--- config.mk ---
export PLATFORM = sky130hd
export DESIGN_NAME = cae_arith_exec
export DESIGN_NICKNAME = d
export VERILOG_FILES = /design/src/design/cae_arith_exec.v
export VERILOG_INCLUDE_DIRS = /design/src /design/src/design
export SDC_FILE = /design/constraint.sdc
export NUM_CORES = 1
export LEC_CHECK = 0
export ABC_AREA = 1
export BUFFER_PORTS_ARGS = -buffer_cell sky130_fd_sc_hd__buf_4
export CORE_ASPECT_RATIO = 1.5
export CORE_MARGIN = 2
export CORE_UTILIZATION = 50
export CTS_CLUSTER_DIAMETER = 100
export DETAILED_ROUTE_END_ITERATION = 12
export GPL_TIMING_DRIVEN = 1
export PLACE_DENSITY = 0.7
export SLEW_MARGIN = 10
export SYNTH_ARGS = -nofsm -noshare
export SYNTH_HDL_FRONTEND = slang
export SYNTH_SLANG_ARGS = --single-unit
--- constraint.sdc ---
create_clock -name sys_clk_i -period 11.1 [get_ports sys_clk_i]
set_input_delay 1.11 -clock sys_clk_i [delete_from_list [all_inputs] [get_ports sys_clk_i]]
set_output_delay 1.11 -clock sys_clk_i [all_outputs]
set_load 0.005 [all_outputs]
--- src/design/cae_consts.vh ---
// Constants for the arithmetic and logic execution block
`ifndef CAE_CONSTS_VH
`define CAE_CONSTS_VH

// Operation codes presented on op_i
`define CAE_OP_ADD 5'h00
`define CAE_OP_SUM_WITH_CARRY 5'h01
`define CAE_OP_DIFF_WITH_BORROW 5'h02
`define CAE_OP_INC 5'h03
`define CAE_OP_MINUS_ONE 5'h04
`define CAE_OP_INC_DATA_POINTER_REG 5'h05
`define CAE_OP_PRODUCT 5'h06
`define CAE_OP_DIV 5'h07
`define CAE_OP_BITWISE_AND 5'h08
`define CAE_OP_BITWISE_OR 5'h09
`define CAE_OP_BITWISE_XOR 5'h0a
`define CAE_OP_ZERO_ACC 5'h0b
`define CAE_OP_INVERT_ACC 5'h0c
`define CAE_OP_ROTATE_LEFT 5'h0d
`define CAE_OP_ROTATE_LEFT_THRU_CARRY 5'h0e
`define CAE_OP_ROTATE_RIGHT 5'h0f
`define CAE_OP_ROTATE_RIGHT_THRU_CARRY 5'h10
`define CAE_OP_NIBBLE_EXCHANGE 5'h11
`define CAE_OP_CODE_READ 5'h12
`define CAE_OP_BIT_TO_CARRY 5'h13

// Operand forms presented on form_i
`define CAE_FORM_REG 3'h0
`define CAE_FORM_DIR 3'h1
`define CAE_FORM_IND 3'h2
`define CAE_FORM_IMM 3'h3
`define CAE_FORM_ACC 3'h4
`define CAE_FORM_DIR_ACC 3'h5
`define CAE_FORM_DIR_IMM 3'h6
`define CAE_FORM_IND_DATA_POINTER_REG 3'h7

// Load selectors for the side load port
`define CAE_LD_ACC 3'h0
`define CAE_LD_B 3'h1
`define CAE_LD_DPL 3'h2
`define CAE_LD_DPH 3'h3
`define CAE_LD_FLAGS 3'h4

// Flag positions in a status byte
`define CAE_FLAG_CY 7
`define CAE_FLAG_AC 6
`define CAE_FLAG_OV 2

// Cycle counts per operation class
`define CAE_CYC_ONE 3'h1
`define CAE_CYC_TWO 3'h2
`define CAE_CYC_THREE 3'h3
`define CAE_CYC_CODE_READ 3'h5
`define CAE_CYC_DIV 3'h6

// Bit space layout and reset values
`define CAE_BIT_RAM_BASE 8'h20
`define CAE_RST_BYTE 8'h00
`define CAE_RST_WORD 16'h0000

`endif

--- src/design/cae_arith_exec.v ---
// Operand addressing and arithmetic/logic execution unit of the 8-bit core
`include "cae_consts.vh"

// Behaviour
// - Direct form uses 8-bit address field, RAM/SPECIAL_FUNCTION_REG
// - Indirect via pointer reg 0/1 or data pointer
// - Register form picks one of eight bank registers
// - Code read at data pointer plus accumulator
// - Bit form picks one of 256 bits
// - Add: register 1 cycle, others 2
// - Add with carry adds carry, same timing
// - Subtract with borrow: register 1, others 2
// - Inc/dec 1/2/3 cycles; pointer increment 1
// - Multiply acc by aux register, 2 cycles
// - Divide acc by aux register, 6 cycles
// - Logic ops act per bit position
// - AND 1/2 cycles to acc, 3 to direct
// - OR same forms and timing as AND
// - XOR 1/2 cycles to acc, 3 to direct
// - Clear, invert, rotates: acc, 1 cycle
// - Nibble exchange on acc, 1 cycle
module cae_arith_exec (
  input wire sys_clk_i,
  input wire rst_n_i,
  input wire start_i,
  input wire [4:0] op_i,
  input wire [2:0] form_i,
  input wire [7:0] arg1_i,
  input wire [7:0] arg2_i,
  input wire [2:0] reg_sel_i,
  input wire [1:0] bank_i,
  input wire load_i,
  input wire [2:0] load_sel_i,
  input wire [7:0] load_data_i,
  input wire [7:0] ram_rdata_i,
  input wire [7:0] ext_rdata_i,
  output wire busy_o,
  output wire done_o,
  output wire [7:0] ram_addr_o,
  output wire ram_we_o,
  output wire [7:0] ram_wdata_o,
  output wire [15:0] ext_addr_o,
  output wire ext_re_o,
  output wire [7:0] acc_o,
  output wire [7:0] b_o,
  output wire [15:0] data_pointer_reg_o,
  output wire cy_o,
  output wire ac_o,
  output wire ov_o
);

  localparam ST_IDLE = 2'b01;
  localparam ST_RUN = 2'b10;
  ////////////////////////////////////////////////////////////////////////////
  // Helper functions
  // Cycle count of one operation in one operand form
  function [2:0] cyc_count;
    input [4:0] op;
    input [2:0] form;
    begin
      case (op)
        `CAE_OP_ADD, `CAE_OP_SUM_WITH_CARRY, `CAE_OP_DIFF_WITH_BORROW,
        `CAE_OP_BITWISE_AND, `CAE_OP_BITWISE_OR, `CAE_OP_BITWISE_XOR: begin
          if (form == `CAE_FORM_REG)
            cyc_count = `CAE_CYC_ONE;
          else if (form == `CAE_FORM_DIR_ACC || form == `CAE_FORM_DIR_IMM)
            cyc_count = `CAE_CYC_THREE;
          else
            cyc_count = `CAE_CYC_TWO;
        end
        `CAE_OP_INC, `CAE_OP_MINUS_ONE: begin
          if (form == `CAE_FORM_ACC)
            cyc_count = `CAE_CYC_ONE;
          else if (form == `CAE_FORM_REG)
            cyc_count = `CAE_CYC_TWO;
          else
            cyc_count = `CAE_CYC_THREE;
        end
        `CAE_OP_PRODUCT: cyc_count = `CAE_CYC_TWO;
        `CAE_OP_DIV: cyc_count = `CAE_CYC_DIV;
        `CAE_OP_CODE_READ: cyc_count = `CAE_CYC_CODE_READ;
        `CAE_OP_BIT_TO_CARRY: cyc_count = `CAE_CYC_TWO;
        default: cyc_count = `CAE_CYC_ONE;
      endcase
    end
  endfunction
  // Add or subtract with carry in; returns {cy, ac, ov, result}
  function [10:0] add_sub;
    input [7:0] a;
    input [7:0] b;
    input cin;
    input sub;
    reg [8:0] full;
    reg [4:0] low;
    begin
      if (sub) begin
        full = {1'b0, a} - {1'b0, b} - {8'h00, cin};
        low = {1'b0, a[3:0]} - {1'b0, b[3:0]} - {4'h0, cin};
        add_sub = {full[8], low[4],
                   (a[7] != b[7]) && (full[7] != a[7]), full[7:0]};
      end else begin
        full = {1'b0, a} + {1'b0, b} + {8'h00, cin};
        low = {1'b0, a[3:0]} + {1'b0, b[3:0]} + {4'h0, cin};
        add_sub = {full[8], low[4],
                   (a[7] == b[7]) && (full[7] != a[7]), full[7:0]};
      end
    end
  endfunction
  // Byte holding a bit of the 256-bit space; low half maps into RAM
  function [7:0] bit_byte;
    input [7:0] bit_addr;
    begin
      if (bit_addr[7])
        bit_byte = {bit_addr[7:3], 3'h0};
      else
        bit_byte = `CAE_BIT_RAM_BASE + {4'h0, bit_addr[6:3]};
    end
  endfunction

  ////////////////////////////////////////////////////////////////////////////
  // State
  reg [1:0] state_ff;
  reg [2:0] step_ff;
  reg [4:0] op_ff;
  reg [2:0] form_ff;
  reg [7:0] arg1_ff;
  reg [7:0] arg2_ff;
  reg [2:0] reg_sel_ff;
  reg [1:0] bank_ff;
  reg [7:0] ptr_ff;
  reg [7:0] opnd_ff;
  reg we_ff;
  reg [7:0] wdata_ff;
  reg [7:0] acc_ff;
  reg [7:0] b_ff;
  reg [15:0] data_pointer_reg_ff;
  reg cy_ff;
  reg ac_ff;
  reg ov_ff;

  wire run = state_ff[1];
  wire is_ind = form_ff == `CAE_FORM_IND;
  wire is_idp = form_ff == `CAE_FORM_IND_DATA_POINTER_REG;
  wire [2:0] cnt = cyc_count(op_ff, form_ff);
  wire last = run && (step_ff == cnt - 3'h1);
  wire is_incdec = op_ff == `CAE_OP_INC || op_ff == `CAE_OP_MINUS_ONE;
  wire is_logic = op_ff == `CAE_OP_BITWISE_AND ||
                  op_ff == `CAE_OP_BITWISE_OR || op_ff == `CAE_OP_BITWISE_XOR;
  // Memory target: inc/dec of a byte, or logic into a direct byte
  wire mem_tgt = (is_incdec && form_ff != `CAE_FORM_ACC) ||
                 (is_logic && (form_ff == `CAE_FORM_DIR_ACC ||
                               form_ff == `CAE_FORM_DIR_IMM));
  wire cstep = run && (step_ff == cnt - (mem_tgt ? 3'h2 : 3'h1));
  wire [2:0] fetch_step = (is_ind || is_idp) ? 3'h1 : 3'h0;
  wire fetching = run && step_ff == fetch_step;
  ////////////////////////////////////////////////////////////////////////////
  // Operand addressing
  // Register form needs no address field: bank and index make it
  wire [7:0] reg_addr = {3'h0, bank_ff, reg_sel_ff};
  wire [7:0] ptr_addr = {3'h0, bank_ff, 2'h0, reg_sel_ff[0]};
  // Pointer read first, then the pointed byte for the rest of the run
  assign ram_addr_o =
    (is_ind && step_ff == 3'h0) ? ptr_addr :
    is_ind ? ptr_ff :
    (op_ff == `CAE_OP_BIT_TO_CARRY) ? bit_byte(arg1_ff) :
    (form_ff == `CAE_FORM_REG) ? reg_addr :
    arg1_ff;
  // Wide port: data pointer alone, or plus accumulator for code reads
  assign ext_addr_o = (op_ff == `CAE_OP_CODE_READ) ?
                      data_pointer_reg_ff + {8'h00, acc_ff} : data_pointer_reg_ff;
  assign ext_re_o = run && (op_ff == `CAE_OP_CODE_READ || is_idp);
  // Fetched byte is live on its fetch step, held afterwards
  wire [7:0] mem_val = !fetching ? opnd_ff :
                       is_idp ? ext_rdata_i : ram_rdata_i;
  wire [7:0] src = (form_ff == `CAE_FORM_IMM) ? arg1_ff :
                   (form_ff == `CAE_FORM_ACC) ? acc_ff : mem_val;
  wire [7:0] logic_src = (form_ff == `CAE_FORM_DIR_ACC) ? acc_ff :
                         (form_ff == `CAE_FORM_DIR_IMM) ? arg2_ff : src;
  wire [7:0] logic_dst = mem_tgt ? mem_val : acc_ff;
  ////////////////////////////////////////////////////////////////////////////
  // Datapath results
  wire [10:0] sum = add_sub(acc_ff, src,
    (op_ff == `CAE_OP_ADD) ? 1'b0 : cy_ff,
    op_ff == `CAE_OP_DIFF_WITH_BORROW);
  wire [15:0] prod = acc_ff * b_ff;
  wire div_zero = b_ff == 8'h00;
  wire [7:0] quot = div_zero ? acc_ff : acc_ff / b_ff;
  wire [7:0] rem = div_zero ? b_ff : acc_ff % b_ff;
  wire [7:0] incdec_in = (form_ff == `CAE_FORM_ACC) ? acc_ff : mem_val;
  wire [7:0] incdec = (op_ff == `CAE_OP_INC) ? incdec_in + 8'h01 :
                      incdec_in - 8'h01;
  // Logic ops combine each bit with its partner only
  reg [7:0] logic_res;
  always @* begin
    case (op_ff)
      `CAE_OP_BITWISE_AND: logic_res = logic_dst & logic_src;
      `CAE_OP_BITWISE_OR: logic_res = logic_dst | logic_src;
      default: logic_res = logic_dst ^ logic_src;
    endcase
  end
  ////////////////////////////////////////////////////////////////////////////
  // Sequencer
  // Start is taken only when idle; a start during a run is dropped
  always @(posedge sys_clk_i or negedge rst_n_i) begin
    if (!rst_n_i) begin
      state_ff <= ST_IDLE;
      step_ff <= 3'h0;
      op_ff <= 5'h00;
      form_ff <= 3'h0;
      arg1_ff <= `CAE_RST_BYTE;
      arg2_ff <= `CAE_RST_BYTE;
      reg_sel_ff <= 3'h0;
      bank_ff <= 2'h0;
    end else begin
      case (state_ff)
        ST_IDLE: begin
          step_ff <= 3'h0;
          if (start_i) begin
            state_ff <= ST_RUN;
            op_ff <= op_i;
            form_ff <= form_i;
            arg1_ff <= arg1_i;
            arg2_ff <= arg2_i;
            reg_sel_ff <= reg_sel_i;
            bank_ff <= bank_i;
          end
        end
        ST_RUN: begin
          if (last)
            state_ff <= ST_IDLE;
          step_ff <= last ? 3'h0 : step_ff + 3'h1;
        end
        default: state_ff <= ST_IDLE;
      endcase
    end
  end
  // Pointer and operand capture, registered write for memory targets
  always @(posedge sys_clk_i or negedge rst_n_i) begin
    if (!rst_n_i) begin
      ptr_ff <= `CAE_RST_BYTE;
      opnd_ff <= `CAE_RST_BYTE;
      we_ff <= 1'b0;
      wdata_ff <= `CAE_RST_BYTE;
    end else begin
      if (run && is_ind && step_ff == 3'h0)
        ptr_ff <= ram_rdata_i;
      if (fetching)
        opnd_ff <= mem_val;
      we_ff <= cstep && mem_tgt;
      if (cstep && mem_tgt)
        wdata_ff <= is_incdec ? incdec : logic_res;
    end
  end

  ////////////////////////////////////////////////////////////////////////////
  // Accumulator, aux register, data pointer and flags
  // Side load is ignored while a run is in flight to keep results intact
  always @(posedge sys_clk_i or negedge rst_n_i) begin
    if (!rst_n_i) begin
      acc_ff <= `CAE_RST_BYTE;
      b_ff <= `CAE_RST_BYTE;
      data_pointer_reg_ff <= `CAE_RST_WORD;
      cy_ff <= 1'b0;
      ac_ff <= 1'b0;
      ov_ff <= 1'b0;
    end else if (!run && load_i) begin
      case (load_sel_i)
        `CAE_LD_ACC: acc_ff <= load_data_i;
        `CAE_LD_B: b_ff <= load_data_i;
        `CAE_LD_DPL: data_pointer_reg_ff[7:0] <= load_data_i;
        `CAE_LD_DPH: data_pointer_reg_ff[15:8] <= load_data_i;
        `CAE_LD_FLAGS: begin
          cy_ff <= load_data_i[`CAE_FLAG_CY];
          ac_ff <= load_data_i[`CAE_FLAG_AC];
          ov_ff <= load_data_i[`CAE_FLAG_OV];
        end
        default: acc_ff <= acc_ff;
      endcase
    end else if (last) begin
      case (op_ff)
        `CAE_OP_ADD, `CAE_OP_SUM_WITH_CARRY, `CAE_OP_DIFF_WITH_BORROW: begin
          acc_ff <= sum[7:0];
          cy_ff <= sum[10];
          ac_ff <= sum[9];
          ov_ff <= sum[8];
        end
        `CAE_OP_INC, `CAE_OP_MINUS_ONE:
          if (form_ff == `CAE_FORM_ACC)
            acc_ff <= incdec;
        `CAE_OP_INC_DATA_POINTER_REG: data_pointer_reg_ff <= data_pointer_reg_ff + 16'h0001;
        `CAE_OP_PRODUCT: begin
          acc_ff <= prod[7:0];
          b_ff <= prod[15:8];
          cy_ff <= 1'b0;
          ov_ff <= prod[15:8] != 8'h00;
        end
        `CAE_OP_DIV: begin
          acc_ff <= quot;
          b_ff <= rem;
          cy_ff <= 1'b0;
          ov_ff <= div_zero;
        end
        `CAE_OP_BITWISE_AND, `CAE_OP_BITWISE_OR, `CAE_OP_BITWISE_XOR:
          if (!mem_tgt)
            acc_ff <= logic_res;
        `CAE_OP_ZERO_ACC: acc_ff <= 8'h00;
        `CAE_OP_INVERT_ACC: acc_ff <= ~acc_ff;
        `CAE_OP_ROTATE_LEFT: acc_ff <= {acc_ff[6:0], acc_ff[7]};
        `CAE_OP_ROTATE_RIGHT: acc_ff <= {acc_ff[0], acc_ff[7:1]};
        `CAE_OP_ROTATE_LEFT_THRU_CARRY: begin
          acc_ff <= {acc_ff[6:0], cy_ff};
          cy_ff <= acc_ff[7];
        end
        `CAE_OP_ROTATE_RIGHT_THRU_CARRY: begin
          acc_ff <= {cy_ff, acc_ff[7:1]};
          cy_ff <= acc_ff[0];
        end
        `CAE_OP_NIBBLE_EXCHANGE: acc_ff <= {acc_ff[3:0], acc_ff[7:4]};
        `CAE_OP_CODE_READ: acc_ff <= ext_rdata_i;
        `CAE_OP_BIT_TO_CARRY: cy_ff <= mem_val[arg1_ff[2:0]];
        default: acc_ff <= acc_ff;
      endcase
    end
  end

  ////////////////////////////////////////////////////////////////////////////
  // Outputs
  assign busy_o = run;
  assign done_o = last;
  assign ram_we_o = we_ff;
  assign ram_wdata_o = wdata_ff;
  assign acc_o = acc_ff;
  assign b_o = b_ff;
  assign data_pointer_reg_o = data_pointer_reg_ff;
  assign cy_o = cy_ff;
  assign ac_o = ac_ff;
  assign ov_o = ov_ff;
endmodule // cae_arith_exec

==> metrics.cfg <==
[run_status]
status=completed

[yosys]
synthCells=1846
synth_seq_area_share_pct=19.1
avgSynthCellArea_sq_um=6.68
synth_seq_cells=94
synth_enable_flop_cells=0
synth_cell_types=53
ys_warn_count=0
synth_ff_type=dfrtp_1
async_flop_share_pct=100
syn_area_sq_mm=0.0123
synthesis.nets=2085

[worst_hold_path]
hold_class=reg -> reg
hold_start=ram_wdata_o[2]

[floorplanning]
die_x_um=132
dieArea_sq_mm=0.0260
fp.dieH_um=196
io_pins=131
start_util_pct=50.6
rows=70
core_sq_mm=0.0243

[detailed_routing]
vias_per_cell=5.63
drt_wl_total_um=43900
vias=12900
drc=0
final_antenna_net_count=0
initialDrtViolationCount=906
wire_per_inst_um=19.1
dr.pass1.iters=8

[cts]
htreeDepth=3
cts_sinks=94
numCtsBuffers=9
root_buffer=clkbuf_16
clk_latency_ns=0.38
hold_buffers=0
clkTransAtPathRegs_ns=0.08
tritoncts=yes
clockBufferDepth=2

[worst_setup_path]
critPathLaunchType=flop
path_class=reg -> reg
critPathMostFrequentCell=nand2_1
cp-end-kind=flop
rr_startpoint=b_o[0]
cp_max_fo=8
cpPeakStageDelay_ns=0.40
critPathBufInv=10
critPathRequiredTime_ns=11.34
crit_start=b_o[0]
slowest_stage=dfrtp_1
worstPathArrival_ns=10.34
r2r_setup_slack_ns=1.01
path_delay_family=simple AND/OR/NAND/NOR gates

[global_route]
grt_overflow=0
grt_max_degree=61
grtUsageTotal_pct=34.0
antenna_found_initial=0
grt_pass1_wl_um=68500
grt_pass1_vias=13000

[sta]
slew_headroom_pct=36.9
max_freq_mhz=99.1
hold_viol_final=0
worst_pin_slew_ns=0.937
drv_slew=0
finalSetupViolations=0
worst_slack_ns=1.01
period_share_pct=90.9
skew_ns=0.0139
period_needed_ns=10.09

[layout]
final_cell_mix=433 x nand2_1, 304 x inv_1, 161 x buf_4
drive_gt1_share_pct=13.7
fin_util_pct=57.8
final_nets=2208
finalNonFillerCells=2298
mostFrequentLayoutCell=nand2_1
area_delta_synth_final_pct=14.1
final_area_sq_mm=0.0141
diodes=0
nFillCells=2416

[place]
portBuffers=130
dp_hpwl_um=34500
gp_congestion=0.999
placed_cells=2273
post_dp_cell_area_sq_mm=0.0136
dp_slack_ns=0.537

[flow_run]
drv_cap=0

[sequential cells by signal, indices dropped and copies added (netlist names), 2 cells and up]
register and cells:
op_ff 5, reg_sel_ff 3, ram_wdata_o 8, bank_ff 2, arg1_ff 8, acc_o 8
state_ff 2, arg2_ff 8, b_o 8, form_ff 3, ptr_ff 8, opnd_ff 8
step_ff 3, data_pointer_reg_o 16
[kinds of logic (layout without fill, tap and decap cells)]
logic type	after synthesis	after routing	synth area share, %
buf+inv	377	505	11.9
compound gates	381	381	17.6
xor+xnor	51	51	3.62
fa+ha+maj	179	179	20.8
simple gates	750	750	25.7
mux	14	14	1.28
flops	94	94	19.1
[final cells by class]
| cell class | count | area (sq um) | area share [%] |
|---|---|---|---|
| clock buffers | 9 | 225 | 1.60 |
| repair inverters | 1 | 7.51 | 0.0534 |
| inverters | 327 | 1230 | 8.78 |
| clock inverters | 7 | 72.6 | 0.516 |
| repair buffers | 161 | 1210 | 8.59 |
| multi-input cells | 1375 | 8550 | 60.8 |
| flip-flops and latches | 94 | 2350 | 16.7 |
| well taps | 324 | 405 | 2.88 |
[routing by layer]
layer  routed length [um]  up-vias  global-route usage (%)  share of wire, %
li1                     -     6242                       -                 -
met1                15500     5989                    34.9                35
met2                22400      489                    61.9                51
met3                 2200      207                    4.42               5.0
met4                 3780        0                    26.6               8.6
met5                    0        -                       0                 0
[worst paths after layout]
path,end,cells after the start
min in group asynchronous,data_pointer_reg_o[15],1
hold reg to reg,ram_wdata_o[2],2
hold / removal,ram_wdata_o[2],2
setup reg to reg,b_o[1],65
setup / recovery,b_o[1],65
max in group asynchronous,b_o[4],2
[tightest hold or removal path, cell delays in order (launching register included)]
cell and delay, ns:
dfrtp_1 0.35, nand2_1 0.05, nand2_1 0.06
[stage by stage]
step | hold WS [ns] | TNS (ns)
2_1_floorplan | 0.453 | 0
3_5_place_dp | 0.478 | 0
4_1_cts | 0.498 | 0
3_3_place_gp | 0.467 | 0
6_report | 0.492 | 0
5_1_grt | 0.526 | -0.0632
[synth_stat cells (4+ instances only)]
library cell	number	area, sq um
clkinv_1	7	26.3
nand4_1	9	56.3
a22oi_1	7	52.6
nor2_2	8	50.1
nand2_1	434	1630
nor2_1	142	533
a21oi_1	125	626
nor4_1	9	56.3
nand2_2	12	75.1
o21ai_2	11	96.3
nand3_1	92	460
clkbuf_1	36	135
dfrtp_1	93	2330
o211ai_1	9	67.6
o221ai_1	6	52.6
inv_1	307	1150
xor2_1	37	324
o22ai_1	14	87.6
xnor2_1	14	123
nor3_1	17	85.1
fa_1	44	881
o21ai_0	132	661
o21ai_1	25	125
a31oi_1	20	125
mux2_2	14	158
nand3b_1	5	37.5
ha_1	135	1690
inv_2	13	48.8
and2_1	5	31.3
or2_2	9	56.3
buf_4	6	45.0
o2111ai_1	7	61.3
a211oi_1	4	30.0
[timing repair]
item	CTS	global route
hold endpoints to repair	0	0
buffers inserted	0	8
resized for setup	0	22
setup endpoints to repair	0	9
Power is left out: the tool's default activity adds up to more than one toggle a clock period on the data nets, which glitch-free logic cannot reach.
